--- config.mk ---
export PLATFORM = sky130hd
export DESIGN_NAME = acc_comparator_ctrl
export DESIGN_NICKNAME = d
export VERILOG_FILES = /design/src/inc/acc_pkg.sv /design/src/acc_comparator_ctrl.sv
export SDC_FILE = /design/constraint.sdc
export NUM_CORES = 1
export LEC_CHECK = 0
export ABC_AREA = 1
export BUFFER_PORTS_ARGS = -buffer_cell sky130_fd_sc_hd__buf_2
export CORE_ASPECT_RATIO = 2
export CORE_MARGIN = 4
export CORE_UTILIZATION = 54
export CTS_BUF_LIST = sky130_fd_sc_hd__clkbuf_2
export DETAILED_ROUTE_END_ITERATION = 8
export GPL_ROUTABILITY_DRIVEN = 0
export GPL_TIMING_DRIVEN = 0
export PLACE_DENSITY_LB_ADDON = 0.15
export SYNTH_ARGS = -nofsm -noshare
export SYNTH_HDL_FRONTEND = slang
export SYNTH_SLANG_ARGS = --single-unit
export TNS_END_PERCENT = 1
--- constraint.sdc ---
create_clock -name i_clk -period 1.55 [get_ports i_clk]
set_clock_uncertainty 0.2 [all_clocks]
set_input_delay 0.155 -clock i_clk [delete_from_list [all_inputs] [get_ports i_clk]]
set_output_delay 0.155 -clock i_clk [all_outputs]
set_load 0.005 [all_outputs]
--- src/inc/acc_pkg.sv ---
package acc_pkg;
  localparam int ADDR_W = 4;
  localparam int DATA_W = 8;
  // Register indexes on the plain port
  localparam logic [3:0] ADDR_CTRL_STATUS = 4'h0;
  localparam logic [3:0] ADDR_PIN_BUF_OFF = 4'h1;
  localparam logic [3:0] ADDR_IRQ_STATUS = 4'h2;
  localparam logic [3:0] ADDR_IRQ_CLEAR = 4'h3;
  localparam logic [3:0] ADDR_IRQ_ENABLE = 4'h4;
  // Control/status and pin buffer-off field positions
  localparam int BIT_POWER_OFF = 7;
  localparam int BIT_BANDGAP = 6;
  localparam int BIT_RESULT = 5;
  localparam int BIT_IRQ_FLAG = 4;
  localparam int BIT_IRQ_EN = 3;
  localparam int BIT_CAPTURE = 2;
  localparam int BIT_MODE_HI = 1;
  localparam int BIT_MODE_LO = 0;
  localparam int BIT_NEG_BUF_OFF = 1;
  localparam int BIT_POS_BUF_OFF = 0;
  // Event status bits: 0 comparator event, 1 rising, 2 falling
  localparam int EVT_N = 3;
  localparam int EVT_MATCH = 0;
  localparam int EVT_RISE = 1;
  localparam int EVT_FALL = 2;
  localparam logic [1:0] MODE_TOGGLE = 2'h0;
  localparam logic [1:0] MODE_RSVD = 2'h1;
  localparam logic [1:0] MODE_FALL = 2'h2;
  localparam logic [1:0] MODE_RISE = 2'h3;
  localparam logic [7:0] RESET_VAL = 8'h00;
  localparam logic [EVT_N-1:0] EVT_ZERO = 3'h0;
endpackage : acc_pkg

--- src/acc_comparator_ctrl.sv ---
// Summary of operation
// Result is one when selected positive input exceeds negative pin.
// Power-off bit removes comparator power; settable any time.
// Bandgap-select feeds internal reference, else positive pin.
// Result status bit is synchronised copy, lagging one to two cycles.
// Flag set when output event matches selected mode.
// Flag cleared on vector acknowledge or writing one to it.
// Interrupt requested only with enable bit and global enable; o_irq needs neither, only evt_stat_reg and evt_en_reg.
// Capture-route bit connects result to timer capture, else none.
// Mode field: 00 toggle, 01 reserved, 10 falling, 11 rising.
// Software disables interrupt before changing power-off or mode.
// Buffer-off bits disable pin buffers; port bits read zero.
// Events detected on synchronised result by consecutive samples.
module acc_comparator_ctrl
  import acc_pkg::*;
(
  input wire logic i_clk, // System clock 100 MHz
  input wire logic i_resetn, // Sync reset, active low
  input wire logic i_ce, // Clock enable
  input wire logic [ADDR_W-1:0] i_addr, // Register address
  input wire logic [DATA_W-1:0] i_wdata, // Write data
  input wire logic i_wr, // Write strobe
  input wire logic i_rd, // Read strobe
  input wire logic i_cmp_raw, // Raw analog comparator output
  input wire logic i_global_irq_en, // CPU global interrupt enable
  input wire logic i_vector_ack, // Comparator vector executed
  input wire logic i_pos_pin_digital, // Positive pin digital buffer value
  input wire logic i_neg_pin_digital, // Negative pin digital buffer value
  output logic [DATA_W-1:0] o_rdata, // Read data, cycle after strobe
  output logic o_cmp_power_off, // Comparator power switch off
  output logic o_bandgap_select, // Positive input from bandgap
  output logic o_capture_in, // Timer capture front-end input
  output logic o_capture_sel, // Capture source is comparator
  output logic o_pos_buf_off, // Positive pin buffer disable
  output logic o_neg_buf_off, // Negative pin buffer disable
  output logic o_pos_pin_read, // Port bit seen by software
  output logic o_neg_pin_read, // Port bit seen by software
  output logic o_cmp_irq_req, // Comparator vector request
  output logic o_irq // Event summary interrupt
);
  logic sync1_reg;
  logic sync2_reg;
  logic prev_reg;
  logic power_off_reg;
  logic bandgap_reg;
  logic flag_reg;
  logic irq_en_reg;
  logic capture_reg;
  logic [1:0] mode_reg;
  logic [1:0] buf_off_reg;
  logic [EVT_N-1:0] evt_stat_reg;
  logic [EVT_N-1:0] evt_en_reg;
  logic [DATA_W-1:0] rdata_next;
  logic rise;
  logic fall;
  logic match;
  logic wr_ctrl;
  logic [EVT_N-1:0] evt_hit;
  logic [EVT_N-1:0] evt_clr;

  assign wr_ctrl = i_wr && (i_addr == ADDR_CTRL_STATUS);

  // two-stage synchroniser
  always_ff @(posedge i_clk) begin
    if (!i_resetn) begin
      sync1_reg <= 1'b0;
      sync2_reg <= 1'b0;
      prev_reg <= 1'b0;
    end else if (i_ce) begin
      sync1_reg <= i_cmp_raw;
      sync2_reg <= sync1_reg;
      prev_reg <= sync2_reg;
    end
  end

  // edges from consecutive samples
  assign rise = sync2_reg && !prev_reg;
  assign fall = !sync2_reg && prev_reg;

  // mode decode; reserved mode never fires
  always_comb begin
    case (mode_reg)
      MODE_TOGGLE: match = rise || fall;
      MODE_FALL: match = fall;
      MODE_RISE: match = rise;
      default: match = 1'b0;
    endcase
  end

  // control fields
  always_ff @(posedge i_clk) begin
    if (!i_resetn) begin
      power_off_reg <= 1'b0;
      bandgap_reg <= 1'b0;
      irq_en_reg <= 1'b0;
      capture_reg <= 1'b0;
      mode_reg <= MODE_TOGGLE;
    end else if (i_ce && wr_ctrl) begin
      power_off_reg <= i_wdata[BIT_POWER_OFF];
      bandgap_reg <= i_wdata[BIT_BANDGAP];
      irq_en_reg <= i_wdata[BIT_IRQ_EN];
      capture_reg <= i_wdata[BIT_CAPTURE];
      mode_reg <= {i_wdata[BIT_MODE_HI], i_wdata[BIT_MODE_LO]};
    end
  end

  // flag; a new event wins over a clear
  always_ff @(posedge i_clk) begin
    if (!i_resetn) begin
      flag_reg <= 1'b0;
    end else if (i_ce) begin
      if (match) begin
        flag_reg <= 1'b1;
      end else if (i_vector_ack || (wr_ctrl && i_wdata[BIT_IRQ_FLAG])) begin
        flag_reg <= 1'b0;
      end
    end
  end

  // pin buffer disables
  always_ff @(posedge i_clk) begin
    if (!i_resetn) begin
      buf_off_reg <= 2'h0;
    end else if (i_ce && i_wr && (i_addr == ADDR_PIN_BUF_OFF)) begin
      buf_off_reg <= {i_wdata[BIT_NEG_BUF_OFF], i_wdata[BIT_POS_BUF_OFF]};
    end
  end

  assign evt_hit = {fall, rise, match};
  assign evt_clr = (i_wr && (i_addr == ADDR_IRQ_CLEAR)) ? i_wdata[EVT_N-1:0] : EVT_ZERO;

  // Sticky event status, set beats clear
  genvar g;
  generate
    for (g = 0; g < EVT_N; g++) begin : g_evt
      always_ff @(posedge i_clk) begin
        if (!i_resetn) begin
          evt_stat_reg[g] <= 1'b0;
        end else if (i_ce) begin
          if (evt_hit[g]) begin
            evt_stat_reg[g] <= 1'b1;
          end else if (evt_clr[g]) begin
            evt_stat_reg[g] <= 1'b0;
          end
        end
      end
    end
  endgenerate

  always_ff @(posedge i_clk) begin
    if (!i_resetn) begin
      evt_en_reg <= EVT_ZERO;
    end else if (i_ce && i_wr && (i_addr == ADDR_IRQ_ENABLE)) begin
      evt_en_reg <= i_wdata[EVT_N-1:0];
    end
  end

  always_comb begin
    rdata_next = RESET_VAL;
    case (i_addr)
      ADDR_CTRL_STATUS: begin
        rdata_next[BIT_POWER_OFF] = power_off_reg;
        rdata_next[BIT_BANDGAP] = bandgap_reg;
        rdata_next[BIT_RESULT] = sync2_reg;
        rdata_next[BIT_IRQ_FLAG] = flag_reg;
        rdata_next[BIT_IRQ_EN] = irq_en_reg;
        rdata_next[BIT_CAPTURE] = capture_reg;
        rdata_next[BIT_MODE_HI] = mode_reg[1];
        rdata_next[BIT_MODE_LO] = mode_reg[0];
      end
      ADDR_PIN_BUF_OFF: begin
        rdata_next[BIT_NEG_BUF_OFF] = buf_off_reg[1];
        rdata_next[BIT_POS_BUF_OFF] = buf_off_reg[0];
      end
      ADDR_IRQ_STATUS: rdata_next[EVT_N-1:0] = evt_stat_reg;
      ADDR_IRQ_ENABLE: rdata_next[EVT_N-1:0] = evt_en_reg;
      default: rdata_next = RESET_VAL;
    endcase
  end

  // Registered outputs
  always_ff @(posedge i_clk) begin
    if (!i_resetn) begin
      o_rdata <= RESET_VAL;
      o_cmp_power_off <= 1'b0;
      o_bandgap_select <= 1'b0;
      o_capture_in <= 1'b0;
      o_capture_sel <= 1'b0;
      o_pos_buf_off <= 1'b0;
      o_neg_buf_off <= 1'b0;
      o_pos_pin_read <= 1'b0;
      o_neg_pin_read <= 1'b0;
      o_cmp_irq_req <= 1'b0;
      o_irq <= 1'b0;
    end else if (i_ce) begin
      o_rdata <= i_rd ? rdata_next : RESET_VAL;
      // power switch
      o_cmp_power_off <= power_off_reg;
      // input mux steering in the analog core
      o_bandgap_select <= bandgap_reg;
      // capture route, low when unrouted
      o_capture_in <= capture_reg && sync2_reg;
      o_capture_sel <= capture_reg;
      // buffers off force zero reads
      o_pos_buf_off <= buf_off_reg[0];
      o_neg_buf_off <= buf_off_reg[1];
      o_pos_pin_read <= i_pos_pin_digital && !buf_off_reg[0];
      o_neg_pin_read <= i_neg_pin_digital && !buf_off_reg[1];
      // gated vector request
      o_cmp_irq_req <= flag_reg && irq_en_reg && i_global_irq_en && !i_vector_ack;
      o_irq <= |(evt_stat_reg & evt_en_reg);
    end
  end

  // status lags raw by two samples
  result_lag_a: assert property (@(posedge i_clk) disable iff (!i_resetn)
    (i_ce && $past(i_ce) && $past(i_ce, 2)) |-> (sync2_reg == $past(i_cmp_raw, 2)))
    else $error("Result status not a two-cycle copy");

  // matching event sets flag
  flag_set_a: assert property (@(posedge i_clk) disable iff (!i_resetn)
    (i_ce && match) |=> flag_reg)
    else $error("Flag not set on event");

  // clear on acknowledge
  flag_clear_a: assert property (@(posedge i_clk) disable iff (!i_resetn)
    (i_ce && !match && i_vector_ack) |=> !flag_reg)
    else $error("Flag not cleared on acknowledge");

  // request needs enable
  req_gate_a: assert property (@(posedge i_clk) disable iff (!i_resetn)
    (i_ce && !irq_en_reg) |=> !o_cmp_irq_req)
    else $error("Request without enable");

  // reserved mode silent
  mode_rsvd_a: assert property (@(posedge i_clk) disable iff (!i_resetn)
    (mode_reg == MODE_RSVD) |-> !match)
    else $error("Reserved mode fired");

  // rising mode ignores fall
  mode_rise_a: assert property (@(posedge i_clk) disable iff (!i_resetn)
    (mode_reg == MODE_RISE && fall) |-> !match)
    else $error("Rising mode fired on fall");

  // unrouted capture stays low
  capture_off_a: assert property (@(posedge i_clk) disable iff (!i_resetn)
    (i_ce && !capture_reg) |=> !o_capture_in)
    else $error("Capture driven while unrouted");

  // disabled buffer reads zero
  buf_zero_a: assert property (@(posedge i_clk) disable iff (!i_resetn)
    (i_ce && buf_off_reg[0]) |=> !o_pos_pin_read)
    else $error("Disabled pin read nonzero");

  // power bit follows write
  power_wr_a: assert property (@(posedge i_clk) disable iff (!i_resetn)
    (i_ce && wr_ctrl) |=> (power_off_reg == $past(i_wdata[BIT_POWER_OFF])))
    else $error("Power-off bit not written");

  // first stage samples raw
  sync_first_a: assert property (@(posedge i_clk) disable iff (!i_resetn)
    i_ce |=> (sync1_reg == $past(i_cmp_raw)))
    else $error("First sync stage missed raw");

  // previous sample kept
  prev_copy_a: assert property (@(posedge i_clk) disable iff (!i_resetn)
    i_ce |=> (prev_reg == $past(sync2_reg)))
    else $error("Previous sample not kept");

  // change yields an edge
  edge_seen_a: assert property (@(posedge i_clk) disable iff (!i_resetn)
    (i_ce && (sync1_reg != sync2_reg)) |=> (rise || fall))
    else $error("Result change gave no edge");

  // toggle mode fires both ways
  mode_toggle_a: assert property (@(posedge i_clk) disable iff (!i_resetn)
    (mode_reg == MODE_TOGGLE && (rise || fall)) |-> match)
    else $error("Toggle mode missed an edge");

  // falling mode fires on fall
  mode_fall_a: assert property (@(posedge i_clk) disable iff (!i_resetn)
    (mode_reg == MODE_FALL && fall) |-> match)
    else $error("Falling mode missed a fall");

  // falling mode ignores rise
  fall_ignores_rise_a: assert property (@(posedge i_clk) disable iff (!i_resetn)
    (mode_reg == MODE_FALL && rise) |-> !match)
    else $error("Falling mode fired on rise");

  // rising mode fires on rise
  mode_rise_hit_a: assert property (@(posedge i_clk) disable iff (!i_resetn)
    (mode_reg == MODE_RISE && rise) |-> match)
    else $error("Rising mode missed a rise");

  // software clear
  flag_sw_clear_a: assert property (@(posedge i_clk) disable iff (!i_resetn)
    (i_ce && !match && wr_ctrl && i_wdata[BIT_IRQ_FLAG]) |=> !flag_reg)
    else $error("Flag not cleared by write");

  // no flag without event
  flag_no_spur_a: assert property (@(posedge i_clk) disable iff (!i_resetn)
    (i_ce && !match && !flag_reg) |=> !flag_reg)
    else $error("Flag set without event");

  // request raised when allowed
  req_on_a: assert property (@(posedge i_clk) disable iff (!i_resetn)
    (i_ce && flag_reg && irq_en_reg && i_global_irq_en && !i_vector_ack) |=> o_cmp_irq_req)
    else $error("Request missing");

  // global enable gates request
  req_global_a: assert property (@(posedge i_clk) disable iff (!i_resetn)
    (i_ce && !i_global_irq_en) |=> !o_cmp_irq_req)
    else $error("Request without global enable");

  // routed capture follows result
  capture_on_a: assert property (@(posedge i_clk) disable iff (!i_resetn)
    (i_ce && capture_reg) |=> (o_capture_in == $past(sync2_reg)))
    else $error("Capture not following result");

  // reference select output
  bandgap_out_a: assert property (@(posedge i_clk) disable iff (!i_resetn)
    i_ce |=> (o_bandgap_select == $past(bandgap_reg)))
    else $error("Reference select not driven");

  // power switch output
  power_out_a: assert property (@(posedge i_clk) disable iff (!i_resetn)
    i_ce |=> (o_cmp_power_off == $past(power_off_reg)))
    else $error("Power switch not driven");

  // negative pin reads zero
  neg_buf_zero_a: assert property (@(posedge i_clk) disable iff (!i_resetn)
    (i_ce && buf_off_reg[1]) |=> !o_neg_pin_read)
    else $error("Disabled negative pin read nonzero");

  // enabled buffer passes pin
  pos_pin_pass_a: assert property (@(posedge i_clk) disable iff (!i_resetn)
    (i_ce && !buf_off_reg[0]) |=> (o_pos_pin_read == $past(i_pos_pin_digital)))
    else $error("Enabled pin not passed");

  // Clock enable low holds state
  ce_freeze_a: assert property (@(posedge i_clk) disable iff (!i_resetn)
    (!i_ce) |=> ($stable(flag_reg) && $stable(sync2_reg) && $stable(o_rdata)))
    else $error("State moved while frozen");

  // Read data only after a strobe
  rdata_idle_a: assert property (@(posedge i_clk) disable iff (!i_resetn)
    (i_ce && !i_rd) |=> (o_rdata == RESET_VAL))
    else $error("Read data without strobe");
endmodule : acc_comparator_ctrl

==> results_dict.tcl, run 1 <==
set metrics [dict create \
    violations "negative hold slack" \
    die_area_um2 4000 \
    area_delta_synth_final_pct 36.2 \
    track_usage_pct 27.0 \
    final_max_slew_viol_count 0 \
    worstSkewPairLatency_ns 0.40 \
    regToRegSetupSlack_ns 0.03 \
    finalCritPeriodShare_pct 98.3 \
    fmax_ghz 0.656 \
    yosys-top-cells-area "dfxtp_1 44%, a21oi_1 8.9%, nand2_1 8.1%, nand3_1 6.8%, o21ai_0 5.6%" \
    ys_warn_count 0 \
    start_util_pct 57.9 \
    fin_crit_ns 1.52 \
    cts_max_level 2 \
    seq_area_frac_synth_pct 44.4 \
    tightest_slew_ns 0.505 \
    met2_usage_pct 45.7 \
    swShare_pct 26.1 \
    yosysUniqueCellTypes 26 \
    row_count 27 \
    worstPathArrival_ns 1.67 \
    die_x_um 46.8 \
    ant_nets 0 \
    fin_hold_ws_ns -0.0172 \
    synthFlopType "dfxtp_1" \
    max-cap-violations 0 \
    cts_setup_buffers 0 \
    numClockSinks 36 \
    cts_tree "done" \
    power_switching_w 0.000470 \
    synth.most_common_cell "dfxtp_1" \
    via_count 1720 \
    core_area_um2 2800 \
    numCtsBuffers 5 \
    clockBufferDepth 2 \
    syn_inst 210 \
    fin_area_um2 2210 \
    required_ns 1.70 \
    async_flop_share_pct 0 \
    path_class "reg -> reg" \
    use_met3_pct 6.09 \
    slew_headroom_pct 66.3 \
    synth_top_area_share_pct 44.4 \
    slowest_stage "dlygate4sd3_1" \
    route.detailed.drc 0 \
    synth-seq-cells 36 \
    ctsRootBufferMaster "clkbuf_2" \
    leakagePower_nw 1.01 \
    largest_reg_flops 8 \
    p_clk_share_pct 32.3 \
    ioPinCount 40 \
    synth.cell_area_um2 1620 \
    cts.clk_slew.worst_paths_ns 0.18 \
    power_density_nw_per_um2 815 \
    status "finished, violations left" \
    grt_pass1_vias 1805 \
    setup_viol 0 \
    routed_via_density 5.50 \
    grt_max_degree 12 \
    comb_power_share_pct 14.0 \
    grt.busiest_layer "met2" \
    first_pass_iters 4 \
    finalPower_w 0.00180 \
    dpl-instance-area_um2 1840 \
    dp_hpwl_um 3000 \
    io_buffers 37 \
    hold_path_class "in -> reg" \
    first_iter_violations 64 \
    crit_path_end_kind "flop" \
    syn_area_per_cell_um2 7.73 \
    fp.dieH_um 85.5 \
    finalHoldViolCount 1 \
    crit_path_max_incr_delay_ns 0.56 \
    cp_max_fo 2 \
    n_antenna_cell 0 \
    antenna_found_initial 0 \
    post_drt_wl_per_cell_um 14.9 \
    grt.met1_usage_pct 27.6 \
    synth_commonest_cells "36 x dfxtp_1, 35 x nand2_1, 29 x a21oi_1" \
    grt_first_pass_wirelength_um 7900 \
    nets 308 \
    power_frac_seq_pct 53.7 \
    synth_fp_nets 235 \
    vdd_drop_max_uv 751 \
    drt-total-wl_um 4670 \
    crit_path_start_kind "flop" \
    drive_above_1_share_pct 24.6 \
    crit_chain "nand2_1, inv_1, dlygate4sd3_1, nand3_1, a21oi_2" \
    synth_edf_count 0 \
    rsz0062_at_grt "yes" \
    p_int_w 0.00133 \
    synth_top_area_cell "dfxtp_1" \
    overflow 0 \
    fin_util_pct 78.8 \
]
-- per-stage QoR --
step / TNS [ns] / setup slack [ns] / instances
finish: 0 / 0.0263 / 313
global route: -0.0193 / -0.0193 / 313
CTS: 0 / 0.0379 / 312
detailed placement: 0 / 0.0587 / 276
global placement: 0 / 0.101 / 276
floorplan: 0 / 0.268 / 210
-- power groups by stage --
stage                     sequential (W)  clock (W)  combinational, W
final                           0.000967   0.000582          0.000251
after global routing            0.000971   0.000631          0.000280
after CTS                       0.000966   0.000587          0.000242
after detailed placement        0.000985          0          0.000188
after global placement          0.000984          0          0.000187
after floorplan                 0.000983          0          0.000110
-- worst max-delay path, delay by kind of cell (launching register included) --
family                 cells  cell delay (ns)
DFF                        1             0.37
AOI/OAI and AO/OA          1             0.12
and+or+nand+nor            2             0.15
buffers and inverters      2             0.63
-- placed cells by master (no fill, tap or decap), types with 3 or more instances in the layout --
master,synthesis,layout
a21oi_1,29,27
inv_1,21,21
nand3_1,22,22
a21oi_2,3,5
nor2_1,16,16
buf_2,6,43
o21ai_0,18,18
nand2_1,35,35
clkbuf_2,0,5
ha_1,3,3
dlygate4sd3_1,0,28
dfxtp_1,36,34
-- kinds of logic (layout without fill, tap and decap cells) --
logic type | count (synthesis) | in the layout | share of synthesized area (%)
fa+ha+maj | 3 | 3 | 2.31
flops | 36 | 36 | 44.4
buf+inv | 32 | 106 | 8.56
compound gates | 58 | 58 | 20.3
simple gates | 81 | 81 | 24.4
-- per-layer routing --
layer	part of all wire (%)	wire, um
met5	0	0
met3	5.9	273
met1	36	1660
met2	53	2470
met4	5.5	258
-- path summary, 6_finish.rpt --
path | startpoint | to | cells after the start
setup / recovery | flag_reg | o_rdata[4] | 5
hold / removal | i_ce | o_cmp_irq_req | 5
hold reg to reg | o_rdata[1] | o_rdata[1] | 2
setup reg to reg | flag_reg | o_rdata[4] | 5
-- area by class of cell --
| class | count | area (um^2) |
|---|---|---|
| clock inverters | 3 | 37.5 |
| inverters | 24 | 93.8 |
| multi-input cells | 142 | 771 |
| plain buffers | 8 | 45.0 |
| well taps | 29 | 36.3 |
| flip-flops and latches | 36 | 723 |
| repair buffers | 66 | 478 |
| clock buffers | 5 | 25.0 |
| fillers | 214 | 594 |
-- timing repair --
item | CTS | global route
gates resized for setup | 0 | 5
hold buffers | 28 | 2
setup endpoints to repair | 0 | 3
endpoints found under the hold margin | 26 | 2
(Power assumes the default switching activity.)
==> run 2, diff against run 1 <==
--- a/config.mk
+++ b/config.mk
@@ -14,6 +14,7 @@
 export DETAILED_ROUTE_END_ITERATION = 8
 export GPL_ROUTABILITY_DRIVEN = 0
 export GPL_TIMING_DRIVEN = 0
+export MAX_ROUTING_LAYER = met4
 export PLACE_DENSITY_LB_ADDON = 0.15
 export SYNTH_ARGS = -nofsm -noshare
 export SYNTH_HDL_FRONTEND = slang
==> results_dict.tcl, run 2 (synthesis gave the netlist of run 1 again) <==
set metrics [dict create \
    status "finished, violations left" \
    violations "negative hold slack" \
    drive_above_1_share_pct 24.6 \
    rr_worst_depth 5 \
    start_util_pct 57.9 \
    setup_viol 0 \
    ioPinCount 40 \
    dpl-instance-area_um2 1840 \
    timing.rr.start "flag_reg" \
    core_area_um2 2800 \
    hold_start "i_ce" \
    drt-met1-wl_um 1660 \
    cts_setup_buffers 0 \
    multi_input_area_um2 771 \
    worstPathArrival_ns 1.67 \
    track_usage_pct 27.7 \
    grt_max_degree 12 \
    n_antenna_cell 0 \
    finalCritPeriodShare_pct 98.3 \
    first_iter_violations 71 \
    fin_crit_ns 1.52 \
    cts_max_level 2 \
    numClockSinks 36 \
    leakagePower_nw 1.01 \
    antenna_found_initial 0 \
    routed_via_density 5.51 \
    finalHoldViolCount 1 \
    overflow 0 \
    worstSkewPairLatency_ns 0.40 \
    rsz0062_at_grt "yes" \
    numCtsBuffers 5 \
    top_layer_used "met4" \
    cts_tree "done" \
    wl_met3_um 278 \
    r2r_end "o_rdata[4]" \
    final_common_cell "buf_2" \
    fmax_ghz 0.656 \
    required_ns 1.70 \
    max-cap-violations 0 \
    regToRegSetupSlack_ns 0.03 \
    power_density_nw_per_um2 815 \
    first_pass_iters 4 \
    crit_path_end_kind "flop" \
    vdd_drop_max_uv 751 \
    finalPower_w 0.00180 \
    ctsRootBufferMaster "clkbuf_2" \
    ant_nets 0 \
    die_area_um2 4000 \
    post_drt_wl_per_cell_um 14.9 \
    clockBufferDepth 2 \
    grt_pass1_vias 1805 \
    min_to "o_cmp_irq_req" \
    fin_util_pct 78.8 \
    largest_reg_flops 8 \
    cts.clk_slew.worst_paths_ns 0.18 \
    fin_area_um2 2210 \
    path_class "reg -> reg" \
    io_buffers 37 \
    crit_path_start_kind "flop" \
    wl_met2_um 2470 \
    nets 308 \
    cp_max_fo 2 \
    drt-total-wl_um 4670 \
    row_count 27 \
    die_x_um 46.8 \
    area_delta_synth_final_pct 36.2 \
    dp_hpwl_um 3000 \
    final_max_slew_viol_count 0 \
    hold_path_class "in -> reg" \
    fp.dieH_um 85.5 \
    via_count 1725 \
    ff_latch_area_um2 723 \
    tightest_slew_ns 0.505 \
    route.detailed.drc 0 \
    whs_path_depth 5 \
    grt_first_pass_wirelength_um 7910 \
    slew_headroom_pct 66.3 \
    fin_hold_ws_ns -0.0181 \
    mostFrequentLayoutCells "43 x buf_2, 35 x nand2_1, 34 x dfxtp_1" \
    fill_cells 214 \
]
run 2: cell counts in the layout (fill, tap and decap cells not counted):
Identical to the previous run, type by type.
run 2: per-stage QoR:
step,std cells,setup WS (ns),hold slack (ns),TNS (ns)
6_report,313,0.0263,-0.0181,0
5_1_grt,313,-0.0193,0.0155,-0.0193
4_1_cts,312,0.0379,0.00116,0
3_5_place_dp,276,0.0587,0.191,0
3_3_place_gp,276,0.101,0.183,0
2_1_floorplan,210,0.268,0.0899,0
run 2: worst max path at each step:
stage                          start              end  slack (ns)
final                       flag_reg       o_rdata[4]        0.03
after global routing        flag_reg       o_rdata[4]       -0.02
after CTS                 irq_en_reg    o_cmp_irq_req        0.04
after detailed placement   sync2_reg         flag_reg        0.06
after global placement     sync2_reg         flag_reg        0.10
after floorplan            sync2_reg  evt_stat_reg[0]        0.27
run 2: layout make-up:
class                           count  area share, %
Timing Repair Buffer               66           21.6
Clock buffer                        5           1.13
Buffer                              8           2.04
Sequential cell                    36           32.7
Tap cell                           29           1.64
Multi-Input combinational cell    142           34.9
Inverter                           24           4.25
Clock inverter                      3           1.70
run 2: timing repair:
item                       in CTS  in global routing
hold endpoints to repair       26                  2
setup endpoints to repair       0                  3
gates resized for setup         0                  5
hold buffers                   28                  2
run 2: power breakdown:
part / internal, W / switching (W)
Sequential: 0.000951 / 0.0000162
Combinational: 0.000116 / 0.000135
Clock: 0.000263 / 0.000319
run 2: critical path, cell delays in order (launching register included):
cell and delay (ns):
dfxtp_2 0.37, nand2_1 0.05, inv_1 0.07, dlygate4sd3_1 0.56
nand3_1 0.10, a21oi_2 0.12
run 2: metal layers:
layer	up-vias	GRT usage, %
met3	23	6.09
met2	72	45.7
met5	-	-
met1	786	27.6
li1	844	-
met4	0	17.4
